`config.mk`:
```
export PLATFORM = sky130hd
export DESIGN_NAME = bhl_irq_regs
export DESIGN_NICKNAME = d
export VERILOG_FILES = /design/src/bhl_pkg.sv /design/src/bhl_irq_regs.sv /design/src/bhl_sense_hold.sv
export SDC_FILE = /design/constraint.sdc
export NUM_CORES = 1
export LEC_CHECK = 0
export BUFFER_PORTS_ARGS = -buffer_cell sky130_fd_sc_hd__clkbuf_2
export CAP_MARGIN = 20
export CORE_ASPECT_RATIO = 0.8
export CORE_MARGIN = 4
export CORE_UTILIZATION = 53
export CTS_CLUSTER_SIZE = 30
export DETAILED_ROUTE_END_ITERATION = 7
export HOLD_SLACK_MARGIN = 0.1
export PLACE_DENSITY = 0.87
export SLEW_MARGIN = 40
export SYNTH_ARGS = -nofsm -noshare
export SYNTH_HDL_FRONTEND = slang
export SYNTH_HIERARCHICAL = 1
export SYNTH_SLANG_ARGS = --single-unit
```
`constraint.sdc`:
```
create_clock -name mclk -period 2.6 [get_ports mclk]
set_input_delay 0.13 -clock mclk [delete_from_list [all_inputs] [get_ports mclk]]
set_output_delay 0.13 -clock mclk [all_outputs]
set_load 0.005 [all_outputs]
```
`src/bhl_pkg.sv`:
```
// Shared constants, types and helpers for the buck limit and voltage-scaling interrupt block.
package bhl_pkg;

  // Clock and timing figures; the window count rounds down and never drops below one cycle.
  localparam int BHL_CLK_PERIOD_NS = 100;
  localparam int BHL_SW_PERIOD_NS  = 500;
  localparam int BHL_SW_PERIOD_CYC = (BHL_SW_PERIOD_NS / BHL_CLK_PERIOD_NS) < 1 ? 1 :
                                     (BHL_SW_PERIOD_NS / BHL_CLK_PERIOD_NS);

  // Converter counts as documented.
  localparam int BHL_HS_COUNT = 3;
  localparam int BHL_VS_COUNT = 2;

  // Register indices; the byte address on the bus is four times the index.
  localparam logic [7:0] BHL_IDX_HS_STATUS = 8'h0B;
  localparam logic [7:0] BHL_IDX_HS_MASK   = 8'h0C;
  localparam logic [7:0] BHL_IDX_HS_SENSE  = 8'h0D;
  localparam logic [7:0] BHL_IDX_VS_DONE   = 8'h0E;
  localparam logic [7:0] BHL_IDX_VS_MASK   = 8'h0F;
  localparam logic [7:0] BHL_IDX_VS_ACTIVE = 8'h10;

  // Field positions: every field starts at bit 0 of its register.
  localparam int BHL_FIELD_LSB = 0;

  // Reset values.
  localparam logic       BHL_MASK_RST_BIT = 1'b1;
  localparam logic       BHL_FLAG_RST_BIT = 1'b0;
  localparam logic [7:0] BHL_READ_ZERO    = 8'h00;

  // Register bus request as driven by the Avalon-MM master.
  typedef struct packed {
    logic [7:0]  address;
    logic        read;
    logic        write;
    logic [31:0] writedata;
    logic [3:0]  byteenable;
  } bhl_avs_req_t;

  // Bus handshake states.
  typedef enum logic [0:0] {
    BHL_BUS_IDLE = 1'b0,
    BHL_BUS_ACK  = 1'b1
  } bhl_bus_state_t;

  // True when a byte address selects the register with the given index.
  function automatic logic bhl_hit(input logic [7:0] addr, input logic [7:0] idx);
    return addr == {idx[5:0], 2'b00};
  endfunction

endpackage

```
`src/bhl_irq_regs.sv`:
```
// Buck high-side limit and voltage-scaling interrupt registers with the interrupt pin.
//
// What this block does
// Unmasked set status bit pulls interrupt low.
// Masked status bit still records, pin stays.
// High-side mask bits 0-2, reset masked.
// High-side sense bits held per switching cycle.
// Scaling-done flag sets when transition finishes.
// Scaling-done flag clears on read or W1C.
// Scaling-done mask bits 0-1, reset masked.
// Progress bits show transitions under way.
// High-side status below mask, read/W1C clear.
// Pin is OR of unmasked; unused bits zero.
// High-side flag sets on sense rise.
`timescale 1ns/1ps
module bhl_irq_regs #(
  parameter int HS_COUNT   = bhl_pkg::BHL_HS_COUNT,
  parameter int VS_COUNT   = bhl_pkg::BHL_VS_COUNT,
  parameter int PERIOD_CYC = bhl_pkg::BHL_SW_PERIOD_CYC
) (
  input  wire logic                  mclk,           // System clock, 10 MHz.
  input  wire logic                  nrst,           // Asynchronous reset, active low.
  input  wire bhl_pkg::bhl_avs_req_t avsReq,         // Avalon-MM request from the master.
  output logic [31:0]                avsReadData,    // Avalon-MM read data.
  output logic                       avsWaitRequest, // Avalon-MM wait request.
  input  wire logic [HS_COUNT-1:0]   hilimFaultRaw,  // High-side limit comparators.
  input  wire logic [VS_COUNT-1:0]   vscaleBusyRaw,  // Voltage transition in progress.
  output logic                       irqOutN         // Interrupt pin, active low.
);
  import bhl_pkg::*;

  // Refuse counts that do not fit the eight-bit registers.
  if (HS_COUNT < 1 || HS_COUNT > 8 || VS_COUNT < 1 || VS_COUNT > 8) begin : g_chk
    $error("bhl_irq_regs: converter count out of range.");
  end

  // Bus handshake and answer registers.
  bhl_bus_state_t busState_q;
  logic           waitReq_q;
  logic [31:0]    readData_q;
  logic [31:0]    readNext;
  logic           captureRd;

  // Interrupt sources, masks and pin.
  logic [HS_COUNT-1:0] hsSense;
  logic [HS_COUNT-1:0] hsRise;
  logic [HS_COUNT-1:0] hsFlag_q;
  logic [HS_COUNT-1:0] hsFlag_d;
  logic [HS_COUNT-1:0] hsClr;
  logic [HS_COUNT-1:0] hsMask_q;
  logic [VS_COUNT-1:0] vsSync1_q;
  logic [VS_COUNT-1:0] vsSync2_q;
  logic [VS_COUNT-1:0] vsLast_q;
  logic [VS_COUNT-1:0] vsFinish;
  logic [VS_COUNT-1:0] vsDone_q;
  logic [VS_COUNT-1:0] vsDone_d;
  logic [VS_COUNT-1:0] vsClr;
  logic [VS_COUNT-1:0] vsMask_q;
  logic                irqN_q;
  logic                pending;

  // Accepted accesses; a write touches only byte lane 0, where the 8-bit data sits.
  logic       acceptRd;
  logic       acceptWr;
  logic [7:0] wrByte;

  assign captureRd      = (busState_q == BHL_BUS_IDLE) && avsReq.read;
  assign acceptRd       = (busState_q == BHL_BUS_ACK) && avsReq.read;
  assign acceptWr       = (busState_q == BHL_BUS_ACK) && avsReq.write && avsReq.byteenable[0];
  assign wrByte         = avsReq.writedata[7:0];
  assign avsReadData    = readData_q;
  assign avsWaitRequest = waitReq_q;
  assign irqOutN        = irqN_q;

  // Sense conditioning for the high-side limit comparators lives in its own module.
  bhl_sense_hold #(
    .WIDTH      (HS_COUNT),
    .PERIOD_CYC (PERIOD_CYC)
  ) u_sense_hold (
    .mclk      (mclk),
    .nrst      (nrst),
    .faultRaw  (hilimFaultRaw),
    .sense     (hsSense),
    .senseRise (hsRise)
  );

  // Bus handshake: wait request stays high until the slave has the answer ready,
  // then drops for exactly one cycle; that edge is where writes and clears act.
  always_ff @(posedge mclk or negedge nrst) begin
    if (!nrst) begin
      busState_q <= BHL_BUS_IDLE;
      waitReq_q  <= 1'b1;
    end else begin
      case (busState_q)
        BHL_BUS_IDLE: begin
          if (avsReq.read || avsReq.write) begin
            busState_q <= BHL_BUS_ACK;
            waitReq_q  <= 1'b0;
          end
        end
        BHL_BUS_ACK: begin
          busState_q <= BHL_BUS_IDLE;
          waitReq_q  <= 1'b1;
        end
        default: begin
          busState_q <= BHL_BUS_IDLE;
          waitReq_q  <= 1'b1;
        end
      endcase
    end
  end

  // Read mux; unused upper bits and unmapped addresses read as zero.
  // Progress bits are read after their synchroniser, two cycles behind the pins.
  always_comb begin
    readNext = {24'h000000, BHL_READ_ZERO};
    if (bhl_hit(avsReq.address, BHL_IDX_HS_STATUS)) begin
      readNext[BHL_FIELD_LSB +: HS_COUNT] = hsFlag_q;
    end else if (bhl_hit(avsReq.address, BHL_IDX_HS_MASK)) begin
      readNext[BHL_FIELD_LSB +: HS_COUNT] = hsMask_q;
    end else if (bhl_hit(avsReq.address, BHL_IDX_HS_SENSE)) begin
      readNext[BHL_FIELD_LSB +: HS_COUNT] = hsSense;
    end else if (bhl_hit(avsReq.address, BHL_IDX_VS_DONE)) begin
      readNext[BHL_FIELD_LSB +: VS_COUNT] = vsDone_q;
    end else if (bhl_hit(avsReq.address, BHL_IDX_VS_MASK)) begin
      readNext[BHL_FIELD_LSB +: VS_COUNT] = vsMask_q;
    end else if (bhl_hit(avsReq.address, BHL_IDX_VS_ACTIVE)) begin
      readNext[BHL_FIELD_LSB +: VS_COUNT] = vsSync2_q;
    end
  end

  // Read data is captured when the request is first seen and held through the answer.
  always_ff @(posedge mclk or negedge nrst) begin
    if (!nrst) begin
      readData_q <= 32'h00000000;
    end else if (captureRd) begin
      readData_q <= readNext;
    end
  end

  // Clear masks. A read clears only the bits it actually returned, so an event that
  // lands between capture and the answer edge survives to the next read.
  always_comb begin
    hsClr = '0;
    vsClr = '0;
    if (acceptRd && bhl_hit(avsReq.address, BHL_IDX_HS_STATUS)) begin
      hsClr = readData_q[BHL_FIELD_LSB +: HS_COUNT];
    end else if (acceptWr && bhl_hit(avsReq.address, BHL_IDX_HS_STATUS)) begin
      hsClr = wrByte[BHL_FIELD_LSB +: HS_COUNT];
    end
    if (acceptRd && bhl_hit(avsReq.address, BHL_IDX_VS_DONE)) begin
      vsClr = readData_q[BHL_FIELD_LSB +: VS_COUNT];
    end else if (acceptWr && bhl_hit(avsReq.address, BHL_IDX_VS_DONE)) begin
      vsClr = wrByte[BHL_FIELD_LSB +: VS_COUNT];
    end
  end

  // Sticky flags: a new event in the clearing cycle wins over the clear.
  assign hsFlag_d = (hsFlag_q & ~hsClr) | hsRise;
  assign vsDone_d = (vsDone_q & ~vsClr) | vsFinish;

  // High-side limit flags.
  // A set and a clear in the same cycle leave the flag set, so no event is lost.
  always_ff @(posedge mclk or negedge nrst) begin
    if (!nrst) begin
      hsFlag_q <= {HS_COUNT{BHL_FLAG_RST_BIT}};
    end else begin
      hsFlag_q <= hsFlag_d;
    end
  end

  // Voltage-scaling busy inputs pass two flops; the finish edge is taken after them.
  always_ff @(posedge mclk or negedge nrst) begin
    if (!nrst) begin
      vsSync1_q <= '0;
      vsSync2_q <= '0;
      vsLast_q  <= '0;
    end else begin
      vsSync1_q <= vscaleBusyRaw;
      vsSync2_q <= vsSync1_q;
      vsLast_q  <= vsSync2_q;
    end
  end

  // Every finished transition counts, whether started by a register write or a state change.
  assign vsFinish = vsLast_q & ~vsSync2_q;

  // Voltage-scaling done flags, reset to zero.
  always_ff @(posedge mclk or negedge nrst) begin
    if (!nrst) begin
      vsDone_q <= {VS_COUNT{BHL_FLAG_RST_BIT}};
    end else begin
      vsDone_q <= vsDone_d;
    end
  end

  // Mask registers come up fully masked; only lane-0 writes to their own address land.
  always_ff @(posedge mclk or negedge nrst) begin
    if (!nrst) begin
      hsMask_q <= {HS_COUNT{BHL_MASK_RST_BIT}};
    end else if (acceptWr && bhl_hit(avsReq.address, BHL_IDX_HS_MASK)) begin
      hsMask_q <= wrByte[BHL_FIELD_LSB +: HS_COUNT];
    end
  end

  // Scaling-done masks; a write elsewhere or with lane 0 off leaves them alone.
  always_ff @(posedge mclk or negedge nrst) begin
    if (!nrst) begin
      vsMask_q <= {VS_COUNT{BHL_MASK_RST_BIT}};
    end else if (acceptWr && bhl_hit(avsReq.address, BHL_IDX_VS_MASK)) begin
      vsMask_q <= wrByte[BHL_FIELD_LSB +: VS_COUNT];
    end
  end

  // A masked flag still records its event but never reaches the pin.
  assign pending = (|(hsFlag_q & ~hsMask_q)) | (|(vsDone_q & ~vsMask_q));

  // The pin is registered so it never glitches while flags and masks change together.
  always_ff @(posedge mclk or negedge nrst) begin
    if (!nrst) begin
      irqN_q <= 1'b1;
    end else begin
      irqN_q <= ~pending;
    end
  end
endmodule

```
`src/bhl_sense_hold.sv`:
```
// Synchroniser and switching-cycle hold for the high-side current-limit sense bits.
`timescale 1ns/1ps
module bhl_sense_hold #(
  parameter int WIDTH      = bhl_pkg::BHL_HS_COUNT,
  parameter int PERIOD_CYC = bhl_pkg::BHL_SW_PERIOD_CYC
) (
  input  wire logic             mclk,      // System clock.
  input  wire logic             nrst,      // Asynchronous reset, active low.
  input  wire logic [WIDTH-1:0] faultRaw,  // Comparator outputs from the power stage.
  output logic      [WIDTH-1:0] sense,     // Held fault state, one bit per converter.
  output logic      [WIDTH-1:0] senseRise  // One-cycle pulse when a held bit rises.
);
  import bhl_pkg::*;

  // Refuse sizes the window counter cannot serve.
  if (WIDTH < 1 || WIDTH > 8 || PERIOD_CYC < 1 || PERIOD_CYC > 65535) begin : g_chk
    $error("bhl_sense_hold: WIDTH or PERIOD_CYC out of range.");
  end

  logic [WIDTH-1:0] sync1_q;
  logic [WIDTH-1:0] sync2_q;
  logic [WIDTH-1:0] accum_q;
  logic [WIDTH-1:0] sense_q;
  logic [WIDTH-1:0] rise_q;
  logic [15:0]      winCnt_q;
  logic             winEnd;
  logic [WIDTH-1:0] seen;

  assign winEnd    = (winCnt_q == 16'(PERIOD_CYC - 1));
  assign seen      = accum_q | sync2_q;
  assign sense     = sense_q;
  assign senseRise = rise_q;

  // Two-flop synchroniser; the first stage feeds only the second.
  always_ff @(posedge mclk or negedge nrst) begin
    if (!nrst) begin
      sync1_q <= '0;
      sync2_q <= '0;
    end else begin
      sync1_q <= faultRaw;
      sync2_q <= sync1_q;
    end
  end

  // Free-running window that stands for one buck switching cycle.
  always_ff @(posedge mclk or negedge nrst) begin
    if (!nrst) begin
      winCnt_q <= '0;
    end else if (winEnd) begin
      winCnt_q <= '0;
    end else begin
      winCnt_q <= winCnt_q + 16'h0001;
    end
  end

  // Any fault seen within a window is reported for the whole next window, so the bit
  // cannot chatter at the switching rate; the cost is up to one window of latency.
  always_ff @(posedge mclk or negedge nrst) begin
    if (!nrst) begin
      accum_q <= '0;
      sense_q <= '0;
      rise_q  <= '0;
    end else if (winEnd) begin
      accum_q <= '0;
      sense_q <= seen;
      rise_q  <= seen & ~sense_q;
    end else begin
      accum_q <= seen;
      rise_q  <= '0;
    end
  end
endmodule

```
==> results of run 1 <==
==> sequential cells by signal (all words and copies together) (netlist names), 3 cells and up <==
register,cells
u_sense_hold/winCnt_q,16
hsMask_q,3
u_sense_hold/sense,3
u_sense_hold/accum_q,3
avsReadData,3
hsFlag_q,3
u_sense_hold/sync2_q,3
u_sense_hold/sync1_q,3
u_sense_hold/senseRise,3
==> per-stage QoR <==
stage	instance area (um^2)	power [uW]	utilization	cells	setup slack, ns
2_1_floorplan	2700	976	-	264	1.15
3_3_place_gp	2670	1000	0.574	318	0.891
3_5_place_dp	2670	1010	0.574	318	0.833
4_1_cts	2840	1510	0.610	333	0.797
5_1_grt	2840	1560	0.610	333	0.614
6_report	2840	1490	0.610	333	0.794
==> logic make-up after synthesis <==
family	synth area share
DFF	0.514
and+or+nand+nor	0.202
xor gates and xnor gates	0.0472
adders and majority gates	0.00963
muxes	0.0487
other	0.00144
AOI/OAI and AO/OA	0.0607
buffers and inverters	0.116
==> layout make-up <==
class                   count  area share
inverters                  14      0.0185
clock inverters             2     0.00617
multi-input cells         164       0.375
clock buffers               6      0.0291
well taps                  60      0.0264
flip-flops and latches     53       0.470
repair buffers             34      0.0740
==> worst paths after layout <==
path / start / endpoint / slack, ns / cells after the start
setup / recovery: u_sense_hold/winCnt_q[0] / u_sense_hold/sense[2] / 0.79 / 5
hold / removal: avsReq[4] / vsMask_q[0] / 0.12 / 2
setup reg to reg: u_sense_hold/winCnt_q[0] / u_sense_hold/sense[2] / 0.79 / 5
hold reg to reg: u_sense_hold/sync1_q[0] / u_sense_hold/sync2_q[0] / 0.36 / 0
max in group asynchronous: nrst / hsMask_q[1] / 1.49 / 3
min in group asynchronous: nrst / u_sense_hold/winCnt_q[6] / 0.39 / 2
==> where the power goes <==
part / internal, uW / switching, uW
Sequential: 853 / 21.1
Clock: 221 / 270
Combinational: 51.2 / 75.1
==> routing by layer <==
metal | track usage | up-vias
li1 | - | 833
met1 | 0.240 | 852
met2 | 0.242 | 51
met3 | 0.0431 | 7
met4 | 0.0502 | 0
met5 | 0 | -
==> layout by cell type, fill, tap and decap left out, types with 5 or more instances in the layout <==
master	count
xnor2_1	5
nand3_1	15
inv_1	14
mux2_2	5
mux2i_1	7
o21ai_0	6
dfrtp_1	46
clkbuf_2	24
xor2_1	9
nor2_1	19
conb_1	29
dlygate4sd3_1	7
dfstp_2	7
nor3_1	9
nand2_1	7
clkbuf_8	6
nor4_1	7
==> metrics.yaml, run 1 <==
final_layout:
  multi_input_area_mm2: 0.00107
  seq_area_mm2: 0.00134
  drive_gt1_frac: 0.209
  syn2layout_area_growth_pct: 9.30
  nNetsFinal: 327
  antenna_cells: 0
  nFillCells: 386
sta:
  period_minus_slack_ns: 1.81
  setup_viol: 0
  rsz0062_at_grt: "no"
  slew_violations: 0
  worstMarginPinSlew_ns: 0.677
  max_clock_freq_ghz: 0.554
  finalHoldViolations: 0
  finalCritPeriodShare: 0.695
  finalClockSkew_ns: 0.00512
  slew-limit-headroom: 0.549
  tns_ns: 0
  timing.hold.ws_ns: 0.118
worst_setup_path:
  cpMaxStageDelayCell: "and4_1"
  startpoint_type: "flip-flop"
  path_cells: "inv_1 -> ha_1 -> nor4b_1 -> and4_1 -> mux2i_1"
  arrival_ns: 2.03
  slowest_delay_ns: 0.50
  cp_max_fo: 9
  cp_num_buf_inv: 1
  path_class: "flip-flop to flip-flop"
  required_ns: 2.83
  critPathTopFamily: "simple AND/OR/NAND/NOR gates"
  end_kind: "flip-flop"
power:
  vdd_drop_max_mv: 0.478
  leakagePower_uw: 0.00136
  power_density_mw_per_mm2: 525
logic_synthesis:
  avgSynthCellArea_um2: 11.0
  ys_seq_elements: 53
  yosysSeqAreaShare: 0.514
  synthesis.area_mm2: 0.00260
  yosysMostFrequentCell: "dfrtp_1"
  yosys-top-cells-count: "dfrtp_1 (46), buf_4 (31), nor2_1 (19)"
  postSynthCellCount: 236
  synth_edf_count: 0
  ys_warn_count: 6
  yosysUniqueCellTypes: 41
  yosys.area.top_type: "dfrtp_1"
  synthFlopType: "dfrtp_1"
  async_flop_share: 1.00
  ys_top_cells_by_area: "dfrtp_1 (44%), buf_4 (9.0%), dfstp_2 (7.1%)"
  yosys.area.top_type_share: 0.443
clocking:
  cts_tree: "done"
  htreeDepth: 2
  clkTransAtPathRegs_ns: 0.10
  numCtsBuffers: 5
  post_cts_buffers: 0
  cts_num_sinks: 53
  clock_latency_ns: 0.31
  cts_hold_buf: 7
  root_buffer: "clkbuf_8"
  cts-resized-gates: 0
  cts_buffer_depth: 2
die:
  die_w_um: 86.3
  start_util: 0.558
  die_area_mm2: 0.00609
  die_y_um: 70.6
  core_mm2: 0.00465
  placementRows: 22
  ioPinCount: 87
drt:
  wl_met1_um: 2110
  vias: 1743
  route.met2.wl_um: 2120
  drt-pass1-iter-count: 4
  drt_iter0_markers: 97
  top_layer: "met4"
  via_per_inst: 5.23
  wl_met3_um: 310
  wirelength_um: 4600
  final_antenna_net_count: 0
  wl_per_cell_um: 13.8
  drc_errors: 0
worst_hold_path:
  hold_path_class: "input port to flip-flop"
placement:
  io_buffers: 25
  gp_congestion: 0.890
  hpwl_um: 3510
global_routing:
  grt_overflow: 0
  grt_pass1_wl_um: 7920
  grt_usage: 0.164
  grt_max_degree: 32
  grt_pass1_vias: 1686
  antenna_found_initial: 0
flow_run:
  cap_violations: 0
outcome:
  outcome: "finished clean"
Power figures use the tool's default switching activity.
==> run 2, diff against run 1 <==
CORE_UTILIZATION = 45   (was 53)
PLACE_DENSITY = 0.79   (was 0.87)
clock period = 1.5 ns   (was 2.6 ns; I/O delays follow)
==> run 2 against run 1 <==
Net effect: highest routed layer unchanged; utilization down 4.9 points; global-route usage shrank 1.2 points; critical endpoint unchanged; sequential power grew 73%; flip-flop and latch count did not move; die area rose by 16%.
==> metrics.yaml, run 2 (same netlist as run 1, synthesis figures left out) <==
clocking:
  htreeDepth: 2  # unchanged
  root_buffer: "clkbuf_8"
  cts_num_sinks: 53  # unchanged
  cts_tree: "done"
  numCtsBuffers: 5  # unchanged
  clock_latency_ns: 0.30  # about the same
  clkTransAtPathRegs_ns: 0.09  # about the same
  cts_buffer_depth: 2  # unchanged
final_layout:
  nNetsFinal: 349  # +6.7%
  syn2layout_area_growth_pct: 19.4
  stdcell_count: 373  # +12%
  final_util: 0.561  # -0.0489
  multi_input_area_mm2: 0.00113  # +5.9%
  seq_area_mm2: 0.00134  # unchanged
  antenna_cells: 0  # unchanged
  layout_common_cells: "dfrtp_1 (46), conb_1 (29), clkbuf_2 (25), nor2_1 (19), buf_4 (19)"
  largest_register: "u_sense_hold/winCnt_q"
  nFillCells: 465  # +20%
  final_common_cell: "dfrtp_1"
  largest_register_ffs: 16  # unchanged
  drive_gt1_frac: 0.275  # +0.0658
  finalInstanceArea_mm2: 0.00310  # +9.3%
drt:
  drt_iter0_markers: 87  # -10%
  wl_per_cell_um: 14.0  # +1.7%
  wirelength_um: 5240  # +14%
  via_per_inst: 4.91  # -6.3%
  final_antenna_net_count: 0  # unchanged
  vias: 1830  # +5.0%
  drc_errors: 0  # unchanged
  drt-pass1-iter-count: 4  # unchanged
die:
  core_mm2: 0.00553  # +19%
  die_w_um: 92.9  # +7.7%
  start_util: 0.470  # -0.0883
  placementRows: 24  # +9.1%
  ioPinCount: 87  # unchanged
  die_y_um: 76.0  # +7.6%
  die_area_mm2: 0.00706  # +16%
worst_setup_path:
  r2r_start: "u_sense_hold/winCnt_q[0]"
  startpoint_type: "flip-flop"
  path_class: "flip-flop to flip-flop"
  path_cells: "inv_1 -> ha_1 -> nor4b_4 -> and4_1 -> buf_6 -> mux2i_1"
  end_kind: "flip-flop"
  ff2ff_path_depth: 6  # +1
  cpMaxStageDelayCell: "dfrtp_1"
  slowest_delay_ns: 0.39  # -0.11 ns
  crit_start: "u_sense_hold/winCnt_q[0]"
  cp_max_fo: 7  # -2
  r2r_setup_slack_ns: 0.005  # -0.79 ns
  required_ns: 1.72  # -1.11 ns
  reg2reg_to: "u_sense_hold/sense[2]"
  arrival_ns: 1.72  # -0.31 ns
placement:
  io_buffers: 25  # unchanged
  gp_congestion: 0.936  # +5.2%
  hpwl_um: 3810  # +8.5%
  dp.cells: 351  # +10%
  placed_area_mm2: 0.00282  # +5.5%
power:
  p_total_uw: 2540  # +71%
  power_density_mw_per_mm2: 820  # +56%
  vdd_drop_max_mv: 0.665  # +39%
  leakagePower_uw: 0.00151  # +11%
sta:
  tns_ns: 0  # unchanged
  finalClockSkew_ns: 0.00652  # +0.00140 ns
  rsz0062_at_grt: "yes"
  period_minus_slack_ns: 1.49  # -0.311 ns
  max_clock_freq_ghz: 0.669  # +21%
  slew_violations: 0  # unchanged
  finalCritPeriodShare: 0.997  # +0.302
  setup_viol: 0  # unchanged
  finalHoldViolations: 0  # unchanged
worst_hold_path:
  whs_endpoint: "busState_q"
  holdPathStages: 3  # +1
  min_from: "avsReq[37]"
  hold_path_class: "input port to flip-flop"
flow_run:
  cap_violations: 0  # unchanged
global_routing:
  antenna_found_initial: 0  # unchanged
  grt_usage: 0.152  # -0.0118
  grt_pass1_vias: 1751  # +3.9%
  grt_pass1_wl_um: 8600  # +8.6%
  grt_max_degree: 54  # +69%
  grt_overflow: 0  # unchanged
outcome:
  outcome: "finished clean"
-- run 2: where the power goes --
group,internal [uW],switching [uW]
clock,333,450
sequential,1480,29.8
combinational,109,144
total,1920,624
-- run 2: layout make-up --
| type | instances | area share |
|---|---|---|
| timing repair buffer | 56 | 0.129 |
| clock inverter | 2 | 0.00524 |
| clock buffer | 6 | 0.0234 |
| tap | 78 | 0.0315 |
| sequential | 53 | 0.430 |
| inverter | 14 | 0.0169 |
| multi-input combinational | 164 | 0.364 |
-- run 2: worst max-delay path, delay by kind of cell, from the launching register on --
kind | cells | cell delay [ns]
adder cells (fa/ha/maj) | 1 | 0.15
multiplexers | 1 | 0.20
AND/OR/NAND/NOR | 2 | 0.47
buffers and inverters | 2 | 0.20
flip-flops | 1 | 0.39
-- run 2: worst max-delay path by stage --
stage	endpoint	slack (ns)	cells after the start
3_5_place_dp	u_sense_hold/sense[1]	-0.12	6
2_1_floorplan	u_sense_hold/sense[0]	0.05	6
4_1_cts	u_sense_hold/sense[2]	-0.006	6
6_report	u_sense_hold/sense[2]	0.005	6
5_1_grt	u_sense_hold/sense[0]	-0.07	6
3_3_place_gp	u_sense_hold/sense[1]	-0.02	6
-- run 2: timing repair --
item,in CTS,in global routing
pin swaps,0,1
gates resized for setup,5,5
endpoints found under the hold margin,64,0
buffers inserted,0,4
endpoints found under the setup margin,14,8
hold buffers,10,0
-- run 2: metrics by stage --
step,setup slack (ns),hold slack (ns)
after CTS,-0.00564,0.130
after floorplan,0.0530,-0.221
after global placement,-0.0247,0.0878
after detailed placement,-0.122,0.0937
after global routing,-0.0681,0.164
final,0.00517,0.133
-- run 2: per-layer routing --
layer,global-route usage,share of wire,vias to the layer above
met5,0,0,-
met4,0.0498,0.0082,0
met3,0.0327,0.057,4
met2,0.229,0.47,64
met1,0.219,0.46,878
li1,-,-,884
==> run 3, diff against run 2 <==
CORE_MARGIN = unset   (was 4)
==> run 3 against run 2 <==
Net effect: die area is 14% lower; utilization down 0.54 points; register-to-register slack better by 0.04 ns; sequential power hardly changed; global-route usage rose by 1.9 points; clock skew increased by 0.0021 ns; total power increased by 6.2%; clock power grew 21%; via count down 0.98%; critical endpoint is now u_sense_hold/winCnt_q[13]; highest routed layer unchanged.
==> metrics.yaml, run 3 (same netlist as run 1, synthesis figures left out) <==
global_routing:
  top_usage_layer: "met2"
  grt_pass1_wl_um: 7960  # -7.5%
  met2_usage: 0.253  # +0.0235
  grt_overflow: 0  # unchanged
  grt_max_degree: 27  # -50%
  grt_util_met1: 0.245  # +0.0252
  grt_pass1_vias: 1677  # -4.2%
  antenna_found_initial: 0  # unchanged
  grt_usage: 0.171  # +0.0185
  met3_usage: 0.0307  # -0.00194
clocking:
  clkTransAtPathRegs_ns: 0.09  # about the same
  cts_buffer_depth: 2  # unchanged
  root_buffer: "clkbuf_8"
  cts_tree: "done"
  numCtsBuffers: 5  # unchanged
  clock_latency_ns: 0.31  # about the same
  cts_num_sinks: 53  # unchanged
  htreeDepth: 2  # unchanged
die:
  start_util: 0.473  # +0.00257
  core_mm2: 0.00550  # -0.54%
  placementRows: 24  # unchanged
  die_y_um: 70.0  # -7.9%
  die_area_mm2: 0.00608  # -14%
  ioPinCount: 87  # unchanged
  die_w_um: 86.9  # -6.5%
placement:
  io_buffers: 25  # unchanged
  placed_area_mm2: 0.00281  # -0.27%
  gp_congestion: 0.902  # -3.7%
  dp.cells: 350  # -0.28%
  hpwl_um: 3630  # -4.8%
sta:
  timing.hold.ws_ns: 0.133  # +0.000549 ns
  finalClockSkew_ns: 0.00862  # +0.00211 ns
  rsz0062_at_grt: "yes"
  slew_violations: 0  # unchanged
  max_clock_freq_ghz: 0.685  # +2.4%
  finalCritPeriodShare: 0.973  # -0.0235
  setup_viol: 0  # unchanged
  finalHoldViolations: 0  # unchanged
  period_minus_slack_ns: 1.46  # -0.0353 ns
final_layout:
  syn2layout_area_growth_pct: 17.6
  finalInstanceArea_mm2: 0.00306  # -1.5%
  multi_input_area_mm2: 0.00110  # -2.4%
  antenna_cells: 0  # unchanged
  layout_common_cells: "dfrtp_1 (46), conb_1 (29), clkbuf_2 (25), nor2_1 (19), nand3_1 (15)"
  final_common_cell: "dfrtp_1"
  seq_area_mm2: 0.00134  # unchanged
  largest_register_ffs: 16  # unchanged
  drive_gt1_frac: 0.252  # -0.0229
  final_util: 0.556  # -0.00536
  nFillCells: 455  # -2.2%
  largest_register: "u_sense_hold/winCnt_q"
  nNetsFinal: 344  # -1.4%
  stdcell_count: 368  # -1.3%
worst_setup_path:
  startpoint_type: "flip-flop"
  required_ns: 1.74  # +0.02 ns
  cp_max_fo: 5  # -2
  arrival_ns: 1.70  # -0.02 ns
  end_kind: "flip-flop"
  path_class: "flip-flop to flip-flop"
  r2r_setup_slack_ns: 0.04  # +0.04 ns
worst_hold_path:
  hold_path_class: "input port to flip-flop"
power:
  p_clk_frac: 0.351  # +0.044
  leakagePower_uw: 0.00149  # -1.7%
  swShare: 0.230  # -0.0151
  power_density_mw_per_mm2: 884  # +7.8%
  power.switching_uw: 621  # -0.35%
  vdd_drop_max_mv: 0.512  # -23%
  cell_internal_pwr_uw: 2080  # +8.3%
  pwr-share-comb: 0.091  # -0.008
  power.share.sequential: 0.558  # -0.035
  p_total_uw: 2700  # +6.2%
drt:
  drt_iter0_markers: 120  # +38%
  vias: 1812  # -0.98%
  wirelength_um: 4750  # -9.3%
  drt-pass1-iter-count: 4  # unchanged
  final_antenna_net_count: 0  # unchanged
  drc_errors: 0  # unchanged
  via_per_inst: 4.92  # +0.36%
  wl_per_cell_um: 12.9  # -8.1%
flow_run:
  cap_violations: 0  # unchanged
outcome:
  outcome: "finished clean"
[run 3: what timing repair did]
item                                   in CTS  in global routing
pin swaps                                   0                  0
hold buffers                               10                  0
setup buffers                               0                  0
resized for setup                           2                  4
setup endpoints to repair                   3                  8
endpoints found under the hold margin      47                  0
[run 3: power groups by stage]
stage                     Combinational [uW]  Sequential, uW  Clock (uW)
final                                    246            1510         946
after floorplan                          164            1530           0
after global routing                     278            1510        1000
after detailed placement                 226            1540           0
after CTS                                246            1510         967
after global placement                   220            1530           0
[run 3: routing by layer]
metal  share of wire  up-vias  wire (um)
li1                -      866          -
met1            0.46      871       2180
met2            0.46       65       2190
met3           0.061       10        291
met4           0.020        0         94
met5               0        -          0
[run 3: path summary, 6_finish.rpt]
kind,cells past startpoint,endpoint,startpoint
setup reg to reg,3,u_sense_hold/winCnt_q[13],u_sense_hold/winCnt_q[8]
setup / recovery,3,u_sense_hold/winCnt_q[13],u_sense_hold/winCnt_q[8]
hold reg to reg,0,u_sense_hold/sync2_q[1],u_sense_hold/sync1_q[1]
max in group asynchronous,3,hsMask_q[2],nrst
hold / removal,3,busState_q,avsReq[37]
min in group asynchronous,2,u_sense_hold/winCnt_q[12],nrst
[run 3: stage by stage]
step | TNS, ns | worst slack (ns)
2_1_floorplan | 0 | 0.0530
3_3_place_gp | 0 | 0.00282
6_report | 0 | 0.0405
4_1_cts | 0 | 0.0184
3_5_place_dp | -0.174 | -0.0659
5_1_grt | -0.219 | -0.0695
[run 3: final cells by class]
cell class,instances,share of cell area
clock inverter,2,0.0115
inverter,14,0.0172
timing repair buffer,51,0.118
tap,78,0.0319
clock buffer,6,0.0238
sequential,53,0.437
multi-input combinational,164,0.360
[run 3: critical path: stages, from the launching register on]
cell and delay, ns:
dfrtp_1 0.50, nand4_1 0.30, nor4_1 0.40, xor2_1 0.19
